File: src/include/tcc_regs.svh
// Register offsets, field positions, reset values and timing constants for the timer block
`ifndef TCC_REGS_SVH
`define TCC_REGS_SVH

// ==========================================================
// Register map
`define TCC_ADDR_W          8
`define TCC_CFG_OFFSET      8'h16
`define TCC_FIRST_OFFSET    8'h18
`define TCC_SECOND_OFFSET   8'h19
`define TCC_WIDE_LO_OFFSET  8'h1a
`define TCC_WIDE_HI_OFFSET  8'h1b
`define TCC_CAP1_LO_OFFSET  8'h1c
`define TCC_CAP1_HI_OFFSET  8'h1d
`define TCC_CAP2_LO_OFFSET  8'h1e
`define TCC_CAP2_HI_OFFSET  8'h1f
`define TCC_CFG_RESET       8'h00
`define TCC_READ_UNMAPPED   8'h00

// ==========================================================
// Configuration fields
`define TCC_CAP2_MODE_HI    7
`define TCC_CAP2_MODE_LO    6
`define TCC_CAP1_MODE_HI    5
`define TCC_CAP1_MODE_LO    4
`define TCC_CASCADE_BIT     3
`define TCC_WIDE_SRC_BIT    2
`define TCC_SECOND_SRC_BIT  1
`define TCC_FIRST_SRC_BIT   0

// ==========================================================
// Counts
`define TCC_CLK_MHZ         250
`define TCC_INSN_DIV        4
`define TCC_INSN_DIV_LAST   2'h3
`define TCC_DIV4_LAST       4'h3
`define TCC_DIV16_LAST      4'hf

`endif

File: src/include/tcc_pkg.sv
// Types shared by the timer and capture block
package tcc_pkg;

   // Capture trigger modes
   typedef enum logic [1:0]
   {
      TCC_CAP_FALL   = 2'b00,
      TCC_CAP_RISE   = 2'b01,
      TCC_CAP_RISE4  = 2'b10,
      TCC_CAP_RISE16 = 2'b11
   } tcc_cap_mode_e;

   typedef logic [15:0] tcc_word_t;
   typedef logic [7:0]  tcc_byte_t;

endpackage

File: src/logic/tcc_capture_channel.sv
// One capture channel: synchronised input, mode-selected trigger, 16-bit latch
`timescale 1ns/1ps
`default_nettype none
`include "tcc_regs.svh"

module tcc_capture_channel
   import tcc_pkg::*;
(
   input  wire logic                 clk_i,
   input  wire logic                 reset_i,
   input  wire logic                 cap_pin_i,
   input  wire tcc_pkg::tcc_cap_mode_e mode_i,
   input  wire tcc_pkg::tcc_word_t   time_base_i,
   output logic                      capture_o,
   output tcc_pkg::tcc_word_t        value_o
);

   // ==========================================================
   // Input synchroniser and edge detection
   logic       meta_reg;
   logic       sync_reg;
   logic       last_reg;
   logic [3:0] pre_reg;
   logic [3:0] pre_next;
   logic       rise;
   logic       fall;
   logic       pre_last;
   logic       trigger;

   assign rise = sync_reg & ~last_reg;
   assign fall = ~sync_reg & last_reg;

   // Prescaler end depends on the mode
   assign pre_last = (mode_i == TCC_CAP_RISE4) ? (pre_reg == `TCC_DIV4_LAST)
                                               : (pre_reg == `TCC_DIV16_LAST);
   assign pre_next = pre_last ? 4'h0 : pre_reg + 4'h1;

   // Trigger selection per mode
   always_comb
   begin
      unique case (mode_i)
         TCC_CAP_FALL:   trigger = fall;
         TCC_CAP_RISE:   trigger = rise;
         TCC_CAP_RISE4:  trigger = rise & pre_last;
         TCC_CAP_RISE16: trigger = rise & pre_last;
      endcase
   end

   // Two-stage synchroniser; first stage is read only by the second.
   // It keeps sampling through reset, so every stage holds the pin level
   // when reset ends and no false edge reaches the prescaler or trigger.
   always_ff @(posedge clk_i)
   begin
      meta_reg <= cap_pin_i;
      sync_reg <= meta_reg;
      last_reg <= sync_reg;
   end

   // Rising-edge prescaler
   always_ff @(posedge clk_i)
   begin
      if (reset_i)
         pre_reg <= 4'h0;
      else if (rise)
         pre_reg <= pre_next;
   end

   // Latch the common time base on a qualifying trigger
   always_ff @(posedge clk_i)
   begin
      if (reset_i)
      begin
         value_o   <= 16'h0000;
         capture_o <= 1'b0;
      end
      else
      begin
         capture_o <= trigger;
         if (trigger)
            value_o <= time_base_i;
      end
   end

endmodule
`default_nettype wire

File: src/logic/tcc_timer_capture.sv
// Timer and capture control: configuration register, three timers, two capture channels
//
// What this block does
// - Capture two mode bits 7-6 pick falling, rising, fourth or sixteenth rising edge.
// - Capture one mode bits 5-4 use the same four trigger choices.
// - Cascade bit set joins second and first byte timers into one 16-bit timer.
// - Wide timer source bit set counts falling edges of its own external pin.
// - Second timer source bit set counts falling edges of the shared pin.
// - First timer source bit set counts falling edges of the shared pin.
// - Every capture latches the current 16-bit wide timer value.
// - Internal count source is the clock divided by four.
`timescale 1ns/1ps
`default_nettype none
`include "tcc_regs.svh"

module tcc_timer_capture
   import tcc_pkg::*;
(
   input  wire logic                     clk_i,
   input  wire logic                     reset_i,
   input  wire logic [`TCC_ADDR_W-1:0]   addr_i,
   input  wire logic [7:0]               wdata_i,
   input  wire logic                     wr_i,
   input  wire logic                     rd_i,
   output logic [7:0]                    rdata_o,
   input  wire logic                     shared_ext_count_pin_i,
   input  wire logic                     wide_timer_ext_pin_i,
   input  wire logic                     cap_one_pin_i,
   input  wire logic                     cap_two_pin_i,
   output logic                          cap_one_event_o,
   output logic                          cap_two_event_o
);

   // ==========================================================
   // Register state
   tcc_byte_t     timer_capture_config_reg;
   tcc_byte_t     first_byte_timer_reg;
   tcc_byte_t     second_byte_timer_reg;
   tcc_word_t     wide_capture_timer_reg;
   logic [1:0]    div_reg;
   logic          shared_meta_reg;
   logic          shared_sync_reg;
   logic          shared_last_reg;
   logic          wide_meta_reg;
   logic          wide_sync_reg;
   logic          wide_last_reg;
   tcc_word_t     cap_one_value;
   tcc_word_t     cap_two_value;
   tcc_byte_t     rdata_next;

   // ==========================================================
   // Configuration fields
   tcc_cap_mode_e cap_two_trigger_mode;
   tcc_cap_mode_e cap_one_trigger_mode;
   logic          timer_cascade_select;
   logic          wide_timer_source_select;
   logic          second_timer_source_select;
   logic          first_timer_source_select;

   assign cap_two_trigger_mode = tcc_cap_mode_e'(
      timer_capture_config_reg[`TCC_CAP2_MODE_HI:`TCC_CAP2_MODE_LO]);
   assign cap_one_trigger_mode = tcc_cap_mode_e'(
      timer_capture_config_reg[`TCC_CAP1_MODE_HI:`TCC_CAP1_MODE_LO]);
   assign timer_cascade_select       = timer_capture_config_reg[`TCC_CASCADE_BIT];
   assign wide_timer_source_select   = timer_capture_config_reg[`TCC_WIDE_SRC_BIT];
   assign second_timer_source_select = timer_capture_config_reg[`TCC_SECOND_SRC_BIT];
   assign first_timer_source_select  = timer_capture_config_reg[`TCC_FIRST_SRC_BIT];

   // ==========================================================
   // Address decode
   logic wr_cfg;
   logic wr_first;
   logic wr_second;
   logic wr_wide_lo;
   logic wr_wide_hi;

   assign wr_cfg     = wr_i & (addr_i == `TCC_CFG_OFFSET);
   assign wr_first   = wr_i & (addr_i == `TCC_FIRST_OFFSET);
   assign wr_second  = wr_i & (addr_i == `TCC_SECOND_OFFSET);
   assign wr_wide_lo = wr_i & (addr_i == `TCC_WIDE_LO_OFFSET);
   assign wr_wide_hi = wr_i & (addr_i == `TCC_WIDE_HI_OFFSET);

   // ==========================================================
   // Count sources
   logic insn_tick;
   logic shared_fall;
   logic wide_fall;
   logic first_tick;
   logic second_tick;
   logic wide_tick;
   logic first_wrap;
   logic second_inc;

   // One internal tick every fourth clock
   assign insn_tick   = (div_reg == `TCC_INSN_DIV_LAST);
   assign shared_fall = ~shared_sync_reg & shared_last_reg;
   assign wide_fall   = ~wide_sync_reg & wide_last_reg;

   assign first_tick  = first_timer_source_select ? shared_fall : insn_tick;
   assign wide_tick   = wide_timer_source_select ? wide_fall : insn_tick;
   assign first_wrap  = first_tick & (first_byte_timer_reg == 8'hff);
   // In cascade the second timer steps on the first one's wrap
   assign second_tick = second_timer_source_select ? shared_fall : insn_tick;
   assign second_inc  = timer_cascade_select ? first_wrap : second_tick;

   // Divider for the internal count source
   always_ff @(posedge clk_i)
   begin
      if (reset_i)
         div_reg <= 2'h0;
      else
         div_reg <= div_reg + 2'h1;
   end

   // Pin synchronisers; first stages feed only the second
   always_ff @(posedge clk_i)
   begin
      if (reset_i)
      begin
         shared_meta_reg <= 1'b0;
         shared_sync_reg <= 1'b0;
         shared_last_reg <= 1'b0;
         wide_meta_reg   <= 1'b0;
         wide_sync_reg   <= 1'b0;
         wide_last_reg   <= 1'b0;
      end
      else
      begin
         shared_meta_reg <= shared_ext_count_pin_i;
         shared_sync_reg <= shared_meta_reg;
         shared_last_reg <= shared_sync_reg;
         wide_meta_reg   <= wide_timer_ext_pin_i;
         wide_sync_reg   <= wide_meta_reg;
         wide_last_reg   <= wide_sync_reg;
      end
   end

   // Configuration register
   always_ff @(posedge clk_i)
   begin
      if (reset_i)
         timer_capture_config_reg <= `TCC_CFG_RESET;
      else if (wr_cfg)
         timer_capture_config_reg <= wdata_i;
   end

   // Byte timers; a write holds off that timer's increment that cycle
   always_ff @(posedge clk_i)
   begin
      if (reset_i)
      begin
         first_byte_timer_reg  <= 8'h00;
         second_byte_timer_reg <= 8'h00;
      end
      else
      begin
         if (wr_first)
            first_byte_timer_reg <= wdata_i;
         else if (first_tick)
            first_byte_timer_reg <= first_byte_timer_reg + 8'h01;
         if (wr_second)
            second_byte_timer_reg <= wdata_i;
         else if (second_inc)
            second_byte_timer_reg <= second_byte_timer_reg + 8'h01;
      end
   end

   // Wide timer, the common capture time base
   always_ff @(posedge clk_i)
   begin
      if (reset_i)
         wide_capture_timer_reg <= 16'h0000;
      else if (wr_wide_lo)
         wide_capture_timer_reg[7:0] <= wdata_i;
      else if (wr_wide_hi)
         wide_capture_timer_reg[15:8] <= wdata_i;
      else if (wide_tick)
         wide_capture_timer_reg <= wide_capture_timer_reg + 16'h0001;
   end

   // ==========================================================
   // Capture channels
   tcc_capture_channel u_cap_one
   (
      .clk_i       (clk_i),
      .reset_i     (reset_i),
      .cap_pin_i   (cap_one_pin_i),
      .mode_i      (cap_one_trigger_mode),
      .time_base_i (wide_capture_timer_reg),
      .capture_o   (cap_one_event_o),
      .value_o     (cap_one_value)
   );

   tcc_capture_channel u_cap_two
   (
      .clk_i       (clk_i),
      .reset_i     (reset_i),
      .cap_pin_i   (cap_two_pin_i),
      .mode_i      (cap_two_trigger_mode),
      .time_base_i (wide_capture_timer_reg),
      .capture_o   (cap_two_event_o),
      .value_o     (cap_two_value)
   );

   // ==========================================================
   // Read mux
   always_comb
   begin
      unique case (addr_i)
         `TCC_CFG_OFFSET:     rdata_next = timer_capture_config_reg;
         `TCC_FIRST_OFFSET:   rdata_next = first_byte_timer_reg;
         `TCC_SECOND_OFFSET:  rdata_next = second_byte_timer_reg;
         `TCC_WIDE_LO_OFFSET: rdata_next = wide_capture_timer_reg[7:0];
         `TCC_WIDE_HI_OFFSET: rdata_next = wide_capture_timer_reg[15:8];
         `TCC_CAP1_LO_OFFSET: rdata_next = cap_one_value[7:0];
         `TCC_CAP1_HI_OFFSET: rdata_next = cap_one_value[15:8];
         `TCC_CAP2_LO_OFFSET: rdata_next = cap_two_value[7:0];
         `TCC_CAP2_HI_OFFSET: rdata_next = cap_two_value[15:8];
         default:             rdata_next = `TCC_READ_UNMAPPED;
      endcase
   end

   // Read data stands only in the cycle after the strobe
   always_ff @(posedge clk_i)
   begin
      if (reset_i)
         rdata_o <= 8'h00;
      else if (rd_i)
         rdata_o <= rdata_next;
      else
         rdata_o <= 8'h00;
   end

endmodule
`default_nettype wire

File: config.mk
export PLATFORM = sky130hd
export DESIGN_NAME = tcc_timer_capture
export DESIGN_NICKNAME = d
export VERILOG_FILES = /design/src/include/tcc_pkg.sv /design/src/logic/tcc_capture_channel.sv /design/src/logic/tcc_timer_capture.sv
export VERILOG_INCLUDE_DIRS = /design/src /design/src/include
export SDC_FILE = /design/constraint.sdc
export NUM_CORES = 1
export LEC_CHECK = 0
export ABC_CLOCK_PERIOD_IN_PS = 2520
export CORE_MARGIN = 2
export CORE_UTILIZATION = 63
export CTS_CLUSTER_DIAMETER = 60
export DETAILED_ROUTE_END_ITERATION = 8
export DONT_BUFFER_PORTS = 1
export PLACE_DENSITY_LB_ADDON = 0.3
export SLEW_MARGIN = 10
export SYNTH_ARGS = -nofsm -noshare
export SYNTH_HDL_FRONTEND = slang
export SYNTH_SLANG_ARGS = --single-unit
File: constraint.sdc
create_clock -name clk_i -period 2.52 [get_ports clk_i]
set_input_delay 0.252 -clock clk_i [delete_from_list [all_inputs] [get_ports clk_i]]
set_output_delay 0.252 -clock clk_i [all_outputs]
set_load 0.02 [all_outputs]
==> flow_metrics.tcl, run 1 <==
set metrics [dict create \
    outcome "complete, no violations" \
    fp.dieW_um 93.69 \
    finalSetupViolations 0 \
    hp-class "in2reg" \
    p_comb_share_pct 5.4 \
    worst_ep_required_time_ns 2.78 \
    place_congestion 0.9364 \
    synthTopCellsByCount "dfxtp_1, nor2_1, mux2i_1" \
    cts_buffer_depth 2 \
    core.rowCount 32 \
    rrSetupSlack_ns 0.62 \
    pwr-share-clk_pct 34.0 \
    grt_pass1_vias 3892 \
    syn_inst 541 \
    syn_area_mm2 0.005067 \
    post_cts_resized 0 \
    swShare_pct 23.97 \
    internal_power_mw 2.120 \
    firstDrtPassIters 5 \
    synth_compound_area_share_pct 15.68 \
    wl_per_cell_um 20.12 \
    gr-total-overflow 0 \
    criticalPathCategory "reg2reg" \
    synth_seq_area_share_pct 41.09 \
    grt_first_pass_wirelength_um 20070 \
    remaining_drc_errors 0 \
    die_area_mm2 0.008777 \
    antenna_found_initial 0 \
    avgSynthCellArea_um2 9.367 \
    critPathMaxFanout 17 \
    grtUsageTotal_pct 30.11 \
    antenna_cells 0 \
    hpwl_um 8682 \
    dr_total_vias 4125 \
    async_flop_share_pct 0 \
    worst_skew_pair.late_latency_ns 0.37 \
    port_buffers 0 \
    core_area_mm2 0.007767 \
    p_per_area_mw_per_mm2 524.5 \
    nFillCells 639 \
    worstSetupEndpointType "flop" \
    netlist.area_leader.share_pct 41.09 \
    synth_ff_type "dfxtp_1" \
    ys_ff_latch 104 \
    syn2layout_area_growth_pct 4.914 \
    cts-root-buf "clkbuf_8" \
    ios 34 \
    max-vdd-ir-drop_v 0.0004276 \
    leakagePower_nw 1.991 \
    synth_top_family_by_area "simple AND/OR/NAND/NOR gates" \
    ant_nets 0 \
    drt-total-wl_um 12770 \
    p_seq_share_pct 60.5 \
    clock-skew-final_ns 0.01310 \
    synth_top_cell_by_area "dfxtp_1" \
    layout.nets 558 \
    cts.sinks 104 \
    clock.fmax_mhz 527.2 \
    muxShareOfSynthArea_pct 13.31 \
    start_util_pct 65.24 \
    synth-xor-area-share_pct 3.630 \
    power_switching_mw 0.6682 \
    worstMarginPinSlew_ns 0.6167 \
    maxCapViolCount 0 \
    numCtsBuffers 9 \
    synth_edf_count 0 \
    worstPathArrival_ns 2.15 \
    drive_gt1_share_pct 10.88 \
    synth_nets 571 \
    slew_viol_final 0 \
    synthTopCellsByArea "dfxtp_1, mux2i_1, nor2_1" \
    fin_crit_sh_pct 75.27 \
    cts_tree "done" \
    slew_headroom_pct 58.89 \
    rsz0062_at_grt "no" \
    die_h_um 93.69 \
    yosys.area_share.simple_pct 21.09 \
    cts.htree.levels 3 \
    fin_total_pwr_mw 2.788 \
    grt_max_degree 86 \
    yosysMostFrequentCell "dfxtp_1" \
    startpoint_type "flop" \
    setup_tns_ns 0 \
    synthAdderAreaFrac_pct 1.481 \
    finalCriticalPeriod_ns 1.897 \
    cts.clk_slew.worst_paths_ns 0.10 \
    first_iter_violations 481 \
    yosys_warnings 0 \
    synth.distinct_cells 59 \
    vias_per_cell 6.496 \
    hold_viol_final 0 \
]
==> routing by layer <==
metal / vias to the layer above / GRT usage (%) / part of all wire (%)
li1: 1941 / - / -
met1: 1964 / 38.51 / 41
met5: - / 0 / 0
met2: 179 / 48.15 / 46
met3: 41 / 7.705 / 8.9
met4: 0 / 13.29 / 4.1
==> power groups by stage <==
| stage | clock network [mW] | logic [mW] | registers, mW |
|---|---|---|---|
| final | 0.949 | 0.151 | 1.69 |
| after global routing | 1.02 | 0.164 | 1.69 |
| after CTS | 0.965 | 0.151 | 1.69 |
| after detailed placement | 0 | 0.120 | 1.73 |
| after global placement | 0 | 0.116 | 1.72 |
| after floorplan | 0 | 0.137 | 1.72 |
==> kinds of logic (layout without fill, tap and decap cells) <==
kind of cell | Yosys count | in the layout
fa+ha+maj | 6 | 6
xor+xnor | 21 | 21
compound gates | 116 | 116
buf+inv | 38 | 30
simple gates | 202 | 202
flops | 104 | 104
mux | 54 | 54
==> final cells by class <==
class	count	area, µm²	share of cell area (%)
multi-input combinational	399	2811	52.88
inverter	3	11.26	0.2118
clock buffer	11	141.4	2.659
tap	102	127.6	2.401
clock inverter	5	32.53	0.6119
sequential	104	2082	39.16
timing repair buffer	11	110.1	2.071
==> final timing paths <==
| path | start | to | cells past startpoint |
|---|---|---|---|
| max reg2reg | timer_capture_config_reg[4]$_SDFFE_PP0P_ | u_cap_one.value_o[5]$_SDFFE_PP0P_ | 6 |
| min reg2reg | u_cap_two.meta_reg$_DFF_P_ | u_cap_two.sync_reg$_DFF_P_ | 0 |
| min | wdata_i[6] | second_byte_timer_reg[6]$_SDFFE_PP0P_ | 1 |
| max | timer_capture_config_reg[4]$_SDFFE_PP0P_ | u_cap_one.value_o[5]$_SDFFE_PP0P_ | 6 |
==> what timing repair did <==
item,CTS,global route
hold buffers,4,0
setup buffers,0,0
endpoints found under the hold margin,88,0
==> per-stage QoR <==
step                hold slack (ns)  utilization, %  cells  setup WS [ns]  cell area (µm²)
global route               0.003114           68.44    635         0.5045             5316
finish                     0.006268           68.44    635         0.6233             5316
detailed placement           0.2798           65.46    615         0.4780             5085
floorplan                    0.2797               -    541         0.7107             5067
global placement             0.2798           65.46    615         0.5264             5085
CTS                       0.0004761           68.44    635         0.6406             5316
==> worst max-delay path, stage by stage, from the launching register on <==
cell and delay [ns]:
dfxtp_1 0.37, or4b_1 0.52, o21ai_0 0.20, a41oi_2 0.17, buf_4 0.26, mux2i_1 0.21, nor2_1 0.06
==> layout by cell type (no fill, tap or decap), types with 10 or more instances in the layout <==
master,n
mux4_2,10
a211oi_1,17
a22oi_1,10
a21oi_1,33
xnor2_1,14
o21ai_0,14
mux2i_1,37
dfxtp_1,104
nand2_1,30
nor2_1,75
clkbuf_8,10
nor2b_1,16
nand3_1,19
Note: power is estimated with default switching activity, not from simulation.
==> inputs of run 2 (changes only) <==
--- a/config.mk
+++ b/config.mk
@@ -6,9 +6,9 @@
 export SDC_FILE = /design/constraint.sdc
 export NUM_CORES = 1
 export LEC_CHECK = 0
-export ABC_CLOCK_PERIOD_IN_PS = 2520
+export ABC_CLOCK_PERIOD_IN_PS = 1700
 export CORE_MARGIN = 2
-export CORE_UTILIZATION = 63
+export CORE_UTILIZATION = 57
 export CTS_CLUSTER_DIAMETER = 60
 export DETAILED_ROUTE_END_ITERATION = 8
 export DONT_BUFFER_PORTS = 1
==> constraint.sdc (replaced) <==
create_clock -name clk_i -period 1.7 [get_ports clk_i]
set_input_delay 0.17 -clock clk_i [delete_from_list [all_inputs] [get_ports clk_i]]
set_output_delay 0.17 -clock clk_i [all_outputs]
set_load 0.02 [all_outputs]
==> flow_metrics.tcl, run 2 (same netlist as run 1, synthesis figures left out) <==
set metrics [dict create \
    hold_slack_ns -0.1363 \
    start_util_pct 58.39 \
    cts_buffer_depth 2 \
    grt_max_degree 91 \
    hold_viol_final 75 \
    die_h_um 98.29 \
    numCtsBuffers 9 \
    grt_pass1_vias 4240 \
    antenna_cells 0 \
    final_cell_mix "dfxtp_1, nor2_1, buf_4" \
    worst_skew_pair.late_latency_ns 0.38 \
    max-vdd-ir-drop_v 0.0005791 \
    wl_per_cell_um 19.96 \
    slowest_delay_ns 0.54 \
    slowest_stage "or4b_4" \
    post_dp_cell_area_mm2 0.005418 \
    leakagePower_nw 2.332 \
    clock.fmax_mhz 570.4 \
    worstMarginPinSlew_ns 0.4733 \
    cts-root-buf "clkbuf_8" \
    cts.sinks 104 \
    hp-class "in2reg" \
    dr_total_vias 4358 \
    crit_chain "or4b_4 > o21ai_4 > a41oi_4 > buf_12 > mux2i_2 > nor2_1" \
    worstSetupEndpointType "flop" \
    reg2reg_depth 6 \
    setup_slack_ns -0.05311 \
    rr_endpoint "u_cap_one.value_o[11]$_SDFFE_PP0P_" \
    fin_cells 695 \
    pre_cts_ws_ns -0.05756 \
    cp-startpoint "u_cap_one.pre_reg[2]$_SDFFE_PP0N_" \
    criticalPathCategory "reg2reg" \
    nFillCells 671 \
    ant_nets 0 \
    rrSetupSlack_ns -0.05 \
    layout.nets 612 \
    antenna_found_initial 0 \
    post-route-util_pct 69.49 \
    hpwl_um 9143 \
    p_per_area_mw_per_mm2 728.5 \
    place_congestion 0.9160 \
    core_area_mm2 0.008678 \
    critPathMaxFanout 5 \
    firstDrtPassIters 5 \
    startpoint_type "flop" \
    fp.dieW_um 98.29 \
    gr-total-overflow 0 \
    port_buffers 0 \
    drt-total-wl_um 13880 \
    cp.depth 6 \
    place_inst 658 \
    cts_tree "done" \
    first_iter_violations 366 \
    worstPathArrival_ns 2.03 \
    remaining_drc_errors 0 \
    ios 34 \
    fin_area_mm2 0.006031 \
    vias_per_cell 6.271 \
    clock-skew-final_ns 0.01184 \
    cts.clk_slew.worst_paths_ns 0.10 \
    cts.htree.levels 3 \
    cp-endpoint "u_cap_one.value_o[11]$_SDFFE_PP0P_" \
    worst_ep_required_time_ns 1.97 \
    maxCapViolCount 0 \
    grtUsageTotal_pct 28.60 \
    slew_viol_final 0 \
    slew_headroom_pct 68.24 \
    rsz0062_at_grt "yes" \
    finalCriticalPeriod_ns 1.753 \
    final_common_cell "dfxtp_1" \
    failed_checks "hold timing, setup timing" \
    hold_buffers 16 \
    drive_gt1_share_pct 23.00 \
    syn2layout_area_growth_pct 19.01 \
    die_area_mm2 0.009660 \
    crit_family "simple AND/OR/NAND/NOR gates" \
    fin_crit_sh_pct 103.1 \
    core.rowCount 34 \
    r2r_start "u_cap_one.pre_reg[2]$_SDFFE_PP0N_" \
    fin_total_pwr_mw 4.394 \
    finalSetupViolations 12 \
    crit_buf_inv 1 \
    outcome "complete, but fails checks" \
    grt_first_pass_wirelength_um 21750 \
]
==> run 2: cell type report <==
cell class / instances / area, µm² / area share [%]
clock buffer: 12 / 155.1 / 2.573
tap: 108 / 135.1 / 2.241
inverter: 3 / 11.26 / 0.1867
sequential: 104 / 2098 / 34.79
timing repair buffer: 65 / 619.3 / 10.27
multi-input combinational: 399 / 2959 / 49.07
clock inverter: 4 / 52.55 / 0.8714
==> run 2: routing by layer <==
metal  share of wire [%]  global-route usage (%)  vias to the layer above
li1                    -                       -                     2060
met1                  41                   36.95                     2072
met2                  48                   47.83                      184
met3                 8.6                   5.583                       42
met4                 3.0                   10.33                        0
met5                   0                       0                        -
==> run 2: how the worst min path moves through the flow <==
stage	slack, ns	to	depth (start not counted)	start
after floorplan	0.20	u_cap_one.meta_reg$_DFF_P_	0	cap_one_pin_i
after global placement	0.20	u_cap_one.meta_reg$_DFF_P_	0	cap_one_pin_i
after detailed placement	0.20	u_cap_two.meta_reg$_DFF_P_	0	cap_two_pin_i
after CTS	-0.17	wide_capture_timer_reg[11]$_SDFFE_PP0P_	1	reset_i
after global routing	-0.16	second_byte_timer_reg[2]$_SDFFE_PP0P_	1	reset_i
final	-0.14	first_byte_timer_reg[1]$_SDFFE_PP0P_	1	reset_i
==> run 2: report_power, final <==
| group | internal (mW) | switching, mW | total, mW |
|---|---|---|---|
| combinational | 0.157 | 0.126 | 0.282 |
| sequential | 2.47 | 0.0299 | 2.50 |
| clock | 0.766 | 0.847 | 1.61 |
==> run 2: per-stage QoR <==
stage / setup TNS (ns) / hold WS, ns
CTS: -0.001857 / -0.1696
floorplan: 0 / 0.1977
global route: -1.631 / -0.1552
finish: -0.1923 / -0.1363
detailed placement: -0.7627 / 0.1978
global placement: -0.01617 / 0.1978
==> run 2: repair_timing <==
action,4_1_cts,5_1_grt
gates cloned,0,2
endpoints found under the setup margin,20,52
endpoints found under the hold margin,91,75
pin swaps,2,11
setup buffers,2,1
resized for setup,8,40
==> run 2: worst register-to-register path, stage by stage (launching register included) <==
cell and delay (ns):
dfxtp_2 0.33, or4b_4 0.54, o21ai_4 0.10, a41oi_4 0.20, buf_12 0.21, mux2i_2 0.19
nor2_1 0.07
==> inputs of run 3 (changes only) <==
--- a/config.mk
+++ b/config.mk
@@ -8,7 +8,7 @@
 export LEC_CHECK = 0
 export ABC_CLOCK_PERIOD_IN_PS = 1700
 export CORE_MARGIN = 2
-export CORE_UTILIZATION = 57
+export CORE_UTILIZATION = 40
 export CTS_CLUSTER_DIAMETER = 60
 export DETAILED_ROUTE_END_ITERATION = 8
 export DONT_BUFFER_PORTS = 1
==> flow_metrics.tcl, run 3 (same netlist as run 1, synthesis figures left out) <==
set metrics [dict create \
    outcome "complete, but fails checks" \
    failed_checks "hold timing, setup timing" \
    worstSetupEndpointType "flop" \
    hold_viol_final 66 \
    core.rowCount 41 \
    grt_max_degree 91 \
    slowest_stage "or4b_4" \
    power_switching_mw 1.132 \
    worstPathArrival_ns 2.00 \
    cts.clk_slew.worst_paths_ns 0.07 \
    p_seq_share_pct 50.4 \
    dr_total_vias 4323 \
    setup_slack_ns -0.04685 \
    startpoint_type "flop" \
    leakagePower_nw 2.362 \
    port_buffers 0 \
    finalCriticalPeriod_ns 1.747 \
    hpwl_um 9576 \
    worst_ep_required_time_ns 1.95 \
    cts_buffer_depth 2 \
    fin_area_mm2 0.006187 \
    rsz0062_at_grt "yes" \
    cts-root-buf "clkbuf_16" \
    antenna_cells 0 \
    drive_gt1_share_pct 21.75 \
    clock-skew-final_ns 0.008375 \
    pwr-share-clk_pct 43.9 \
    ant_nets 0 \
    p_comb_share_pct 5.7 \
    fin_crit_sh_pct 102.8 \
    finalSetupViolations 29 \
    ios 34 \
    start_util_pct 40.48 \
    critPathMaxFanout 8 \
    slew_headroom_pct 67.76 \
    worstMarginPinSlew_ns 0.4804 \
    grt_pass1_vias 4008 \
    p_per_area_mw_per_mm2 799.5 \
    cts.sinks 104 \
    max-vdd-ir-drop_v 0.0005055 \
    layout.nets 609 \
    maxCapViolCount 0 \
    numCtsBuffers 9 \
    hold_buffers 16 \
    swShare_pct 22.89 \
    core_area_mm2 0.01252 \
    post_dp_cell_area_mm2 0.005480 \
    remaining_drc_errors 0 \
    hp-class "in2reg" \
    cts_tree "done" \
    criticalPathCategory "reg2reg" \
    cts.htree.levels 3 \
    worst_skew_pair.late_latency_ns 0.36 \
    nFillCells 1172 \
    internal_power_mw 3.814 \
    die_h_um 116.6 \
    die_area_mm2 0.01359 \
    first_iter_violations 429 \
    slowest_delay_ns 0.53 \
    firstDrtPassIters 5 \
    place_congestion 0.8506 \
    clock.fmax_mhz 572.5 \
    fp.dieW_um 116.6 \
    drt-total-wl_um 14420 \
    slew_viol_final 0 \
    final_cell_mix "dfxtp_1, nor2_1, buf_4" \
    gr-total-overflow 0 \
    grtUsageTotal_pct 21.27 \
    antenna_found_initial 0 \
    vias_per_cell 5.718 \
    final_common_cell "dfxtp_1" \
    hold_slack_ns -0.1131 \
    wl_per_cell_um 19.08 \
    crit_chain "or4b_4 > o21ai_4 > a41oi_4 > clkbuf_16 > mux2i_1 > nor2_1" \
    syn2layout_area_growth_pct 22.10 \
    grt_first_pass_wirelength_um 21640 \
]
## run 3: cell count changes in the layout (fill, tap and decap cells not counted), moves of 2 or more
cell / before / now
buf_4: 40 / 38
buf_6: 3 / 0
clkbuf_16: 2 / 13
dfxtp_2: 10 / 6
clkbuf_8: 11 / 1
inv_6: 0 / 2
nor3_2: 7 / 5
dfxtp_1: 93 / 96
nor3_1: 4 / 6
## run 3: final cells by class
type / count / area, µm² / area share (%)
clock buffers: 10 / 239.0 / 3.862
clock inverters: 6 / 66.31 / 1.072
inverters: 3 / 11.26 / 0.1820
multi-input cells: 399 / 2933 / 47.40
flip-flops and latches: 104 / 2097 / 33.89
well taps: 172 / 215.2 / 3.478
repair buffers: 62 / 625.6 / 10.11
## run 3: path summary, 6_finish.rpt
check | cells after the start | slack [ns] | from | to
worst min-delay path | 1 | -0.11 | reset_i | wide_capture_timer_reg[2]$_SDFFE_PP0P_
worst min register to register | 0 | 0.33 | u_cap_one.meta_reg$_DFF_P_ | u_cap_one.sync_reg$_DFF_P_
worst max register to register | 6 | -0.05 | timer_capture_config_reg[6]$_SDFFE_PP0P_ | u_cap_two.value_o[13]$_SDFFE_PP0P_
worst max-delay path | 6 | -0.05 | timer_capture_config_reg[6]$_SDFFE_PP0P_ | u_cap_two.value_o[13]$_SDFFE_PP0P_
## run 3: through the flow
step	power, mW	setup WS, ns	TNS, ns	cells	util (%)
after floorplan	2.754	0.004940	0	541	-
after global placement	2.752	-0.05289	-0.1216	718	43.78
after detailed placement	2.755	-0.07156	-0.3301	718	43.78
after CTS	4.944	0.002987	0	750	47.62
after global routing	5.107	-0.09465	-2.454	756	49.43
final	4.946	-0.04685	-0.5926	756	49.43
## run 3: repair_timing
item / CTS / global route
hold endpoints to repair: 91 / 75
endpoints found under the setup margin: 8 / 45
pin swaps: 0 / 12
buffers inserted: 0 / 2
gates cloned: 0 / 4
resized for setup: 5 / 29
## run 3: layer usage
metal  track usage (%)  part of all wire (%)
met2             35.39                    48
met3             3.217                   5.3
met4             10.90                   3.8
met5                 0                     0
met1             26.84                    42
## run 3: power groups by stage
| stage | Combinational [mW] | Sequential [mW] | Clock [mW] |
|---|---|---|---|
| after global placement | 0.199 | 2.55 | 0 |
| after detailed placement | 0.202 | 2.55 | 0 |
| after CTS | 0.240 | 2.50 | 2.21 |
| after floorplan | 0.207 | 2.55 | 0 |
| after global routing | 0.301 | 2.50 | 2.31 |
| final | 0.282 | 2.49 | 2.17 |
## run 3: worst max-delay path, delay by kind of cell, from the launching register on
family / cells / cell delay (ns)
compound gates: 2 / 0.30
simple gates: 2 / 0.58
mux: 1 / 0.15
flops: 1 / 0.36
buf+inv: 1 / 0.24
